===== src/scr_consts.svh =====
// offsets, field positions and reset values of the supervisor register bank
// assumes byte addresses on an 8-bit register port, one 32-bit word per register
`ifndef SCR_CONSTS_SVH
`define SCR_CONSTS_SVH

// register offsets
`define SCR_OFS_SR     8'h00
`define SCR_OFS_CCR    8'h04
`define SCR_OFS_VBR    8'h08
`define SCR_OFS_CACHE_SETUP_REGISTER   8'h0c
`define SCR_OFS_ACR0   8'h10
`define SCR_ACR_STRIDE 8'h04
`define SCR_OFS_LOCAL_SRAM_BASE 8'h18
`define SCR_OFS_PERIPHERAL_WINDOW_BASE   8'h1c

// state word
`define SCR_SR_RESET   16'h2700
`define SCR_SR_WMASK   16'hb71f
`define SCR_CCR_WMASK  8'h1f
`define SCR_SR_T       15
`define SCR_SR_S       13
`define SCR_SR_M       12
`define SCR_SR_IPL_HI  10
`define SCR_SR_IPL_LO  8
`define SCR_CCR_HI     4

// vector base
`define SCR_VBR_LO     20

// cache setup fields
`define SCR_CA_IC_EN   31
`define SCR_CA_DC_EN   30
`define SCR_CA_BC_EN   29
`define SCR_CA_DCM_HI  9
`define SCR_CA_DCM_LO  8
`define SCR_CA_ICM_HI  7
`define SCR_CA_ICM_LO  6
`define SCR_CA_DWP     5

// region attribute fields
`define SCR_AC_BASE_HI 31
`define SCR_AC_BASE_LO 24
`define SCR_AC_MASK_HI 23
`define SCR_AC_MASK_LO 16
`define SCR_AC_EN      15
`define SCR_AC_CM_HI   6
`define SCR_AC_CM_LO   5
`define SCR_AC_WP      2

// sram and peripheral window bases
`define SCR_RAM_LO     12
`define SCR_RAM_WP     8
`define SCR_RAM_SUP    1
`define SCR_MB_LO      16
`define SCR_BASE_V     0

`endif


===== src/scr_pkg.sv =====
// types carried by the supervisor register bank
// assumes the bank and its users agree on these packed layouts
package scr_pkg;

	typedef struct packed {
		logic [7:0]  addr;
		logic [31:0] wdata;
		logic        wr;
		logic        rd;
	} scr_bus_t;

	typedef struct packed {
		logic        valid;
		logic [31:0] addr;
		logic        write;
		logic        instr;
		logic        user;
	} scr_lookup_t;

	typedef struct packed {
		logic       valid;
		logic       region_hit;
		logic       wp;
		logic [1:0] cm;
		logic       sram_hit;
		logic       sram_fault;
		logic       periph_hit;
	} scr_attr_t;

	typedef struct packed {
		logic       trace;
		logic       supervisor;
		logic       master;
		logic [2:0] ipl;
		logic [4:0] condition_flags_byte;
	} scr_mode_t;

	typedef struct packed {
		logic       ic_en;
		logic       dc_en;
		logic       bc_en;
		logic [1:0] ic_cm;
		logic [1:0] dc_cm;
		logic       dflt_wp;
	} scr_cache_t;

endpackage


===== src/scr_regs.sv =====
// supervisor control register bank: state word, vector base, cache setup,
// region attributes, sram base and peripheral window base
// assumes the core drives the register port, lookups and vector requests
// on clk_sys, so no input needs a synchroniser
//
// Notes on behaviour
// - upper state byte: interrupt mask, mode flags
// - low state byte is the condition byte
// - vector base supplies upper 12 address bits
// - low 20 vector base bits read zero
// - cache setup: instruction, data, branch controls
// - cache setup gives default space attributes
// - two regions: location, protect, cache mode
// - sram placed at its base, attributes enforced
// - peripheral window decoded at its base
// - immediate state word write takes one cycle
`timescale 1ns/1ps
`include "scr_consts.svh"

// one region attribute register with its address match; the regions form
// a chain in which each one passes on what the regions below it decided
module scr_region #(
	parameter int TOP_W = `SCR_AC_BASE_HI - `SCR_AC_BASE_LO + 1
) (
	// clock and reset
	input  wire logic               clk_sys,
	input  wire logic               sys_rst,
	// register write and read back
	input  wire logic               wr_en,
	input  wire logic [31:0]        wdata,
	output logic [31:0]             value,
	// lookup chain
	input  wire logic [TOP_W-1:0]   lk_top,
	input  wire scr_pkg::scr_attr_t below,
	output scr_pkg::scr_attr_t      result
);

	wire [TOP_W-1:0] base;
	wire [TOP_W-1:0] amask;
	wire             match;

	assign base  = value[`SCR_AC_BASE_HI:`SCR_AC_BASE_LO];
	assign amask = value[`SCR_AC_MASK_HI:`SCR_AC_MASK_LO];
	// masked bits of the address take no part in the compare
	assign match = value[`SCR_AC_EN] & (((lk_top ^ base) & ~amask) == '0);

	// a hit here overrides whatever the chain below decided
	always_comb begin
		result = below;
		if (match) begin
			result.region_hit = 1'b1;
			result.wp         = value[`SCR_AC_WP];
			result.cm         = value[`SCR_AC_CM_HI:`SCR_AC_CM_LO];
		end
	end

	always_ff @(posedge clk_sys) begin
		if (sys_rst) begin
			value <= 32'h0;
		end else if (wr_en) begin
			value <= wdata;
		end
	end

endmodule

module scr_regs #(
	parameter int NREG = 2
) (
	// clock, reset, enable
	input  wire logic              clk_sys,
	input  wire logic              sys_rst,
	input  wire logic              ce,
	// register port
	input  wire scr_pkg::scr_bus_t bus,
	output logic [31:0]            rdata,
	output logic                   priv_fault,
	// immediate state word write
	input  wire logic              imm_sr_valid,
	input  wire logic [15:0]       imm_sr_data,
	output logic                   imm_sr_done,
	// exception vector fetch
	input  wire logic [7:0]        vec_num,
	output logic [31:0]            vec_addr,
	// attribute lookup
	input  wire scr_pkg::scr_lookup_t lk,
	output scr_pkg::scr_attr_t     attr,
	// state and configuration
	output scr_pkg::scr_mode_t     mode,
	output scr_pkg::scr_cache_t    cache_cfg
);

	logic [15:0] sr;
	logic [11:0] vbr_hi;
	logic [31:0] cache_setup_register;
	logic [31:0] acr [NREG];
	logic [31:0] local_sram_base;
	logic [31:0] peripheral_window_base;

	// ---- access decode
	wire is_sup;
	wire hit_sr;
	wire hit_ccr;
	wire hit_vbr;
	wire hit_cache_setup_register;
	wire hit_ram;
	wire hit_mb;
	wire [NREG-1:0] hit_acr;
	wire any_hit;
	wire allowed;
	wire wr_ok;
	wire rd_ok;
	wire imm_ok;
	wire viol;

	assign is_sup   = sr[`SCR_SR_S];
	assign hit_sr   = bus.addr == `SCR_OFS_SR;
	assign hit_ccr  = bus.addr == `SCR_OFS_CCR;
	assign hit_vbr  = bus.addr == `SCR_OFS_VBR;
	assign hit_cache_setup_register = bus.addr == `SCR_OFS_CACHE_SETUP_REGISTER;
	assign hit_ram  = bus.addr == `SCR_OFS_LOCAL_SRAM_BASE;
	assign hit_mb   = bus.addr == `SCR_OFS_PERIPHERAL_WINDOW_BASE;

	// the condition byte stays reachable from user mode, as its own
	// view is a user-level register; everything else is supervisor only
	assign allowed = is_sup | hit_ccr;
	assign wr_ok   = ce & bus.wr & allowed;
	assign rd_ok   = bus.rd & allowed;
	assign imm_ok  = ce & imm_sr_valid & is_sup;
	assign viol    = ((bus.wr | bus.rd) & ~allowed) | (imm_sr_valid & ~is_sup);

	// ---- region registers and their decode
	logic [31:0] acr_rd [NREG+1];
	scr_pkg::scr_attr_t res [NREG+1];

	assign acr_rd[NREG] = 32'h0;

	// default attributes when no region claims the address
	assign res[NREG].valid      = 1'b0;
	assign res[NREG].region_hit = 1'b0;
	assign res[NREG].wp         = cache_setup_register[`SCR_CA_DWP] & ~lk.instr;
	assign res[NREG].cm         = lk.instr ? cache_setup_register[`SCR_CA_ICM_HI:`SCR_CA_ICM_LO]
	                                       : cache_setup_register[`SCR_CA_DCM_HI:`SCR_CA_DCM_LO];
	assign res[NREG].sram_hit   = 1'b0;
	assign res[NREG].sram_fault = 1'b0;
	assign res[NREG].periph_hit = 1'b0;

	genvar gi;
	generate
		for (gi = 0; gi < NREG; gi++) begin : g_acr
			wire [7:0] ofs;

			assign ofs         = `SCR_OFS_ACR0 + 8'(gi) * `SCR_ACR_STRIDE;
			assign hit_acr[gi] = bus.addr == ofs;
			assign acr_rd[gi]  = hit_acr[gi] ? acr[gi] : acr_rd[gi+1];

			// lower-numbered region wins where two overlap
			scr_region u_scr_region (
				.clk_sys (clk_sys),
				.sys_rst (sys_rst),
				.wr_en   (wr_ok & hit_acr[gi]),
				.wdata   (bus.wdata),
				.value   (acr[gi]),
				.lk_top  (lk.addr[`SCR_AC_BASE_HI:`SCR_AC_BASE_LO]),
				.below   (res[gi+1]),
				.result  (res[gi])
			);
		end
	endgenerate

	assign any_hit = hit_sr | hit_ccr | hit_vbr | hit_cache_setup_register | hit_ram | hit_mb | (|hit_acr);

	// ---- read selection
	wire [31:0] vbr_full;
	wire [31:0] rd_val;

	assign vbr_full = {vbr_hi, 20'h0};

	assign rd_val = hit_sr   ? {16'h0, sr} :
	                hit_ccr  ? {24'h0, sr[7:0]} :
	                hit_vbr  ? vbr_full :
	                hit_cache_setup_register ? cache_setup_register :
	                hit_ram  ? local_sram_base :
	                hit_mb   ? peripheral_window_base :
	                any_hit  ? acr_rd[0] : 32'h0;

	// ---- next state word
	wire [15:0] next_sr;

	// the immediate path has priority over a port write in the same cycle
	assign next_sr = imm_ok ? (imm_sr_data & `SCR_SR_WMASK) :
	                 (wr_ok & hit_sr) ? (bus.wdata[15:0] & `SCR_SR_WMASK) :
	                 (wr_ok & hit_ccr) ? {sr[15:8], bus.wdata[7:0] & `SCR_CCR_WMASK} :
	                 sr;

	always_ff @(posedge clk_sys) begin
		if (sys_rst) begin
			sr <= `SCR_SR_RESET;
		end else if (ce) begin
			sr <= next_sr;
		end
	end

	// no bus cycle is spent: the write lands at the same edge it is offered
	assign imm_sr_done = imm_ok;

	// ---- configuration registers
	always_ff @(posedge clk_sys) begin
		if (sys_rst) begin
			vbr_hi <= 12'h0;
			cache_setup_register   <= 32'h0;
			local_sram_base <= 32'h0;
			peripheral_window_base   <= 32'h0;
		end else if (wr_ok) begin
			if (hit_vbr) begin
				vbr_hi <= bus.wdata[31:`SCR_VBR_LO];
			end
			if (hit_cache_setup_register) begin
				cache_setup_register <= bus.wdata;
			end
			if (hit_ram) begin
				local_sram_base <= bus.wdata;
			end
			if (hit_mb) begin
				peripheral_window_base <= bus.wdata;
			end
		end
	end

	// ---- read data and privilege fault
	// rdata drops to zero outside the answer cycle in cycles with ce high; with ce
	// low it holds its last word, so a stale word can stay on the port
	always_ff @(posedge clk_sys) begin
		if (sys_rst) begin
			rdata      <= 32'h0;
			priv_fault <= 1'b0;
		end else if (ce) begin
			rdata      <= rd_ok ? rd_val : 32'h0;
			priv_fault <= viol;
		end
	end

	// ---- exception vector address
	wire [31:0] next_vec;

	assign next_vec = vbr_full + {22'h0, vec_num, 2'h0};

	always_ff @(posedge clk_sys) begin
		if (sys_rst) begin
			vec_addr <= 32'h0;
		end else if (ce) begin
			vec_addr <= next_vec;
		end
	end

	// ---- sram and peripheral window decode
	wire ram_hit;
	wire ram_fault;
	wire mb_hit;

	assign ram_hit   = local_sram_base[`SCR_BASE_V]
	                   & (lk.addr[31:`SCR_RAM_LO] == local_sram_base[31:`SCR_RAM_LO]);
	assign ram_fault = ram_hit & ((lk.write & local_sram_base[`SCR_RAM_WP])
	                   | (lk.user & local_sram_base[`SCR_RAM_SUP]));
	assign mb_hit    = peripheral_window_base[`SCR_BASE_V]
	                   & (lk.addr[31:`SCR_MB_LO] == peripheral_window_base[31:`SCR_MB_LO]);

	scr_pkg::scr_attr_t next_attr;

	always_comb begin
		next_attr            = res[0];
		next_attr.valid      = lk.valid;
		next_attr.sram_hit   = lk.valid & ram_hit;
		next_attr.sram_fault = lk.valid & ram_fault;
		next_attr.periph_hit = lk.valid & mb_hit;
		if (!lk.valid) begin
			next_attr.region_hit = 1'b0;
		end
	end

	always_ff @(posedge clk_sys) begin
		if (sys_rst) begin
			attr <= '0;
		end else if (ce) begin
			attr <= next_attr;
		end
	end

	// ---- state and configuration views
	// these come straight off the register bits, so they follow a write
	// one edge later with no extra stage
	assign mode.trace      = sr[`SCR_SR_T];
	assign mode.supervisor = sr[`SCR_SR_S];
	assign mode.master     = sr[`SCR_SR_M];
	assign mode.ipl        = sr[`SCR_SR_IPL_HI:`SCR_SR_IPL_LO];
	assign mode.condition_flags_byte        = sr[`SCR_CCR_HI:0];

	assign cache_cfg.ic_en   = cache_setup_register[`SCR_CA_IC_EN];
	assign cache_cfg.dc_en   = cache_setup_register[`SCR_CA_DC_EN];
	assign cache_cfg.bc_en   = cache_setup_register[`SCR_CA_BC_EN];
	assign cache_cfg.ic_cm   = cache_setup_register[`SCR_CA_ICM_HI:`SCR_CA_ICM_LO];
	assign cache_cfg.dc_cm   = cache_setup_register[`SCR_CA_DCM_HI:`SCR_CA_DCM_LO];
	assign cache_cfg.dflt_wp = cache_setup_register[`SCR_CA_DWP];

endmodule


===== config.mk =====
export PLATFORM = sky130hd
export DESIGN_NAME = scr_regs
export DESIGN_NICKNAME = d
export VERILOG_FILES = /design/src/scr_pkg.sv /design/src/scr_regs.sv
export VERILOG_INCLUDE_DIRS = /design/src
export SDC_FILE = /design/constraint.sdc
export NUM_CORES = 1
export LEC_CHECK = 0
export BUFFER_PORTS_ARGS = -buffer_cell sky130_fd_sc_hd__buf_2
export CORE_MARGIN = 3
export CORE_UTILIZATION = 58
export CTS_BUF_LIST = sky130_fd_sc_hd__clkbuf_8
export DETAILED_ROUTE_END_ITERATION = 10
export HOLD_SLACK_MARGIN = 0.02
export PLACE_DENSITY_LB_ADDON = 0.15
export SETUP_SLACK_MARGIN = 0.05
export SLEW_MARGIN = 20
export SYNTH_ARGS = -nofsm -noshare
export SYNTH_HDL_FRONTEND = slang
export SYNTH_SLANG_ARGS = --single-unit

===== constraint.sdc =====
create_clock -name clk_sys -period 5.7 [get_ports clk_sys]
set_clock_uncertainty 0.1 [all_clocks]
set_input_delay 1.14 -clock clk_sys [delete_from_list [all_inputs] [get_ports clk_sys]]
set_output_delay 1.14 -clock clk_sys [all_outputs]
set_load 0.02 [all_outputs]

==> out/summary.txt <==
Final nets - 1,618
Die X - 145 um
Detailed Route WL - 35.9 mm
setup slack, reg-to-reg - 2.96 ns
Post CTS Setup Buffer Count - 0
post-synthesis area per instance - 8.07 um2
Peak VDD IR - 0.223 mV
FFs w/ async S/R, synth - 0%
Filler cells - 1,579
PwrDens - 283 mW/mm2
io pins - 199
cell taking the most area after synthesis - dfxtp_1
CTS Sinks - 244
Site Rows - 50
antenna viol nets, final - 0
Die Area - 0.0210 mm2
worst endpoint required time - 6.05 ns
total CTS buffers - 42
RSZ-0062 raised after global routing - false
largest net degree at the start of global routing - 104
worst r2r dst - g_acr[1].u_scr_region.value[29]
count leader, synth - nand2_1
crit end category - flip-flop
Setup crit end - cache_setup_register[6]
post-placement cell area - 0.0120 mm2
synthesized flop and latch total - 244
Post-synth top flop - dfxtp_1
slew margin rel. - 23.1%
FF-to-FF Start - sr[13]
Syn Inst Count - 1,388
drt via density - 5.87
Initial DRC Count - 1,032
clock tree from TritonCTS - built
CP Data Arrival Time - 4.41 ns
Fin. Hold Viols - 0
DP HPWL - 23.6 mm
register area share after synthesis - 43.6%
top cells by count, synth - nand2_1, dfxtp_1, a21oi_1, nor2_1, mux2i_1
status - completed
die height - 145 um
final instance area - 0.0129 mm2
cell count of the worst hold path - 2
Clock Path Buffers - 3
clk_lat worst skew - 0.55 ns
CP startpoint kind - input port
Leak - 4.91 nW
vias in the first global route - 10,000
CP startpoint - bus[37]
CTS resizes - 0
Reg area - 0.00488 mm2
Multi-input gate area - 0.00576 mm2
fmax - 0.246 GHz
Port Buf Inserts - 169
Max-Cap Viols - 0
Post-route DRC - 0
Post-CTS Hold Fix Bufs - 0
Total GRT Usage - 32.7%
Initial DRT Pass Iterations - 5
Worst Tran Pin Value - 1.15 ns
starting density of the core - 59.5%
Tmin final - 4.06 ns
Ys Warns - 0
Core ar. - 0.0188 mm2
setup violators final - 0
share of cells above drive strength 1 - 19.6%
Final TNS setup - 0 ns
routed length per instance - 19.9 um
fin crit share - 71.3%
post-synth top area share - 43.6%
clock-pin slew on the worst setup and hold paths - 0.06 ns
Final Max Tran Viols - 0
vias after detailed routing - 10,600
total grt overflow - 0
antenna violations before repair - 4
Yosys cell types - 60
Layout area overhead - 15.2%
Hold Path Class - flip-flop to flip-flop
Worst Path Max Fanout - 32
Synth area leaders - dfxtp_1, nand2_1, a21oi_1
post-synth design cell area - 0.0112 mm2
Clk Tree Root Cell - clkbuf_8
first-pass GRT wire length - 55.7 mm
GP Congestion - 0.944
worst r2r path cells - 6
Post-synth EDFFs - 0
htree depth - 2
WS Path Type - input port to flip-flop
Overall Power - 3.65 mW
-- layer usage --
layer	wire, um	global-route usage (%)	part of all wire, %
met1	14200	43.2	40
met2	16400	52.4	46
met3	3780	7.28	11
met4	1530	13.1	4.3
met5	23	0	0.064
-- state kept, by name, indices dropped and copies added (netlist names) --
signal,count
g_acr.u_scr_region.value,64
attr,8
cache_setup_register,32
priv_fault,1
vbr_hi,12
vec_addr,20
rdata,32
local_sram_base,32
sr,11
peripheral_window_base,32
-- cells by family (layout without fill, tap and decap cells) --
logic type      count (synthesis)  count (layout)  synth area share (%)
mux                            94              94                  8.66
simple gates                  503             503                  19.2
buf+inv                       129             271                  5.56
other cells                     1              13                0.0335
compound gates                365             365                  18.9
xor+xnor                       52              52                  4.06
flops                         244             244                  43.6
-- cell type report --
cell class,instances,share of cell area (%)
tap,260,2.52
antenna,1,0.0194
inverter,9,0.262
clock buffer,57,6.08
clock inverter,16,0.901
sequential,244,37.8
timing repair buffer,189,7.76
multi-input combinational,1026,44.6
-- where the power goes --
group	total, mW	internal (mW)	switching, mW
Combinational	0.254	0.0777	0.177
Clock	1.67	0.975	0.697
Sequential	1.72	1.72	0.00804
Total	3.65	2.77	0.881
-- critical path, cell delays in order --
cell and delay [ns]:
buf_2 0.31, or3b_2 0.55, nor2_1 0.90, nand2_1 0.62, nor2_2 0.20, buf_4 0.44
nand2_1 0.11, a21oi_1 0.14
-- cell usage in the layout (no fill, tap or decap), types with 24 or more instances in the layout --
master    synthesis  final
dfxtp_1         244    244
mux2_2           24     24
nand2_1         331    331
xnor2_1          40     40
a21oi_1         198    198
nor2_1           93     92
buf_2            18    168
o21ai_0          62     62
mux2i_1          70     70
clkbuf_8          0     57
-- worst min path at each step --
stage,slack [ns],start,end
global route,0.37,cache_setup_register[26],cache_setup_register[26]
detailed placement,0.34,rdata[19],rdata[19]
CTS,0.35,rdata[19],rdata[19]
finish,0.34,rdata[19],rdata[19]
global placement,0.33,rdata[20],rdata[20]
floorplan,0.33,cache_setup_register[11],cache_setup_register[11]
-- per-stage QoR --
step | std cells | utilization (%) | hold WS (ns) | setup WS (ns)
2_1_floorplan | 1399 | - | 0.333 | 2.32
3_3_place_gp | 1728 | 63.8 | 0.330 | 1.36
3_5_place_dp | 1728 | 63.8 | 0.337 | 1.29
4_1_cts | 1801 | 68.6 | 0.346 | 1.69
5_1_grt | 1802 | 68.6 | 0.366 | 1.50
6_report | 1802 | 68.6 | 0.340 | 1.64
Note: power is estimated with default switching activity, not from simulation.
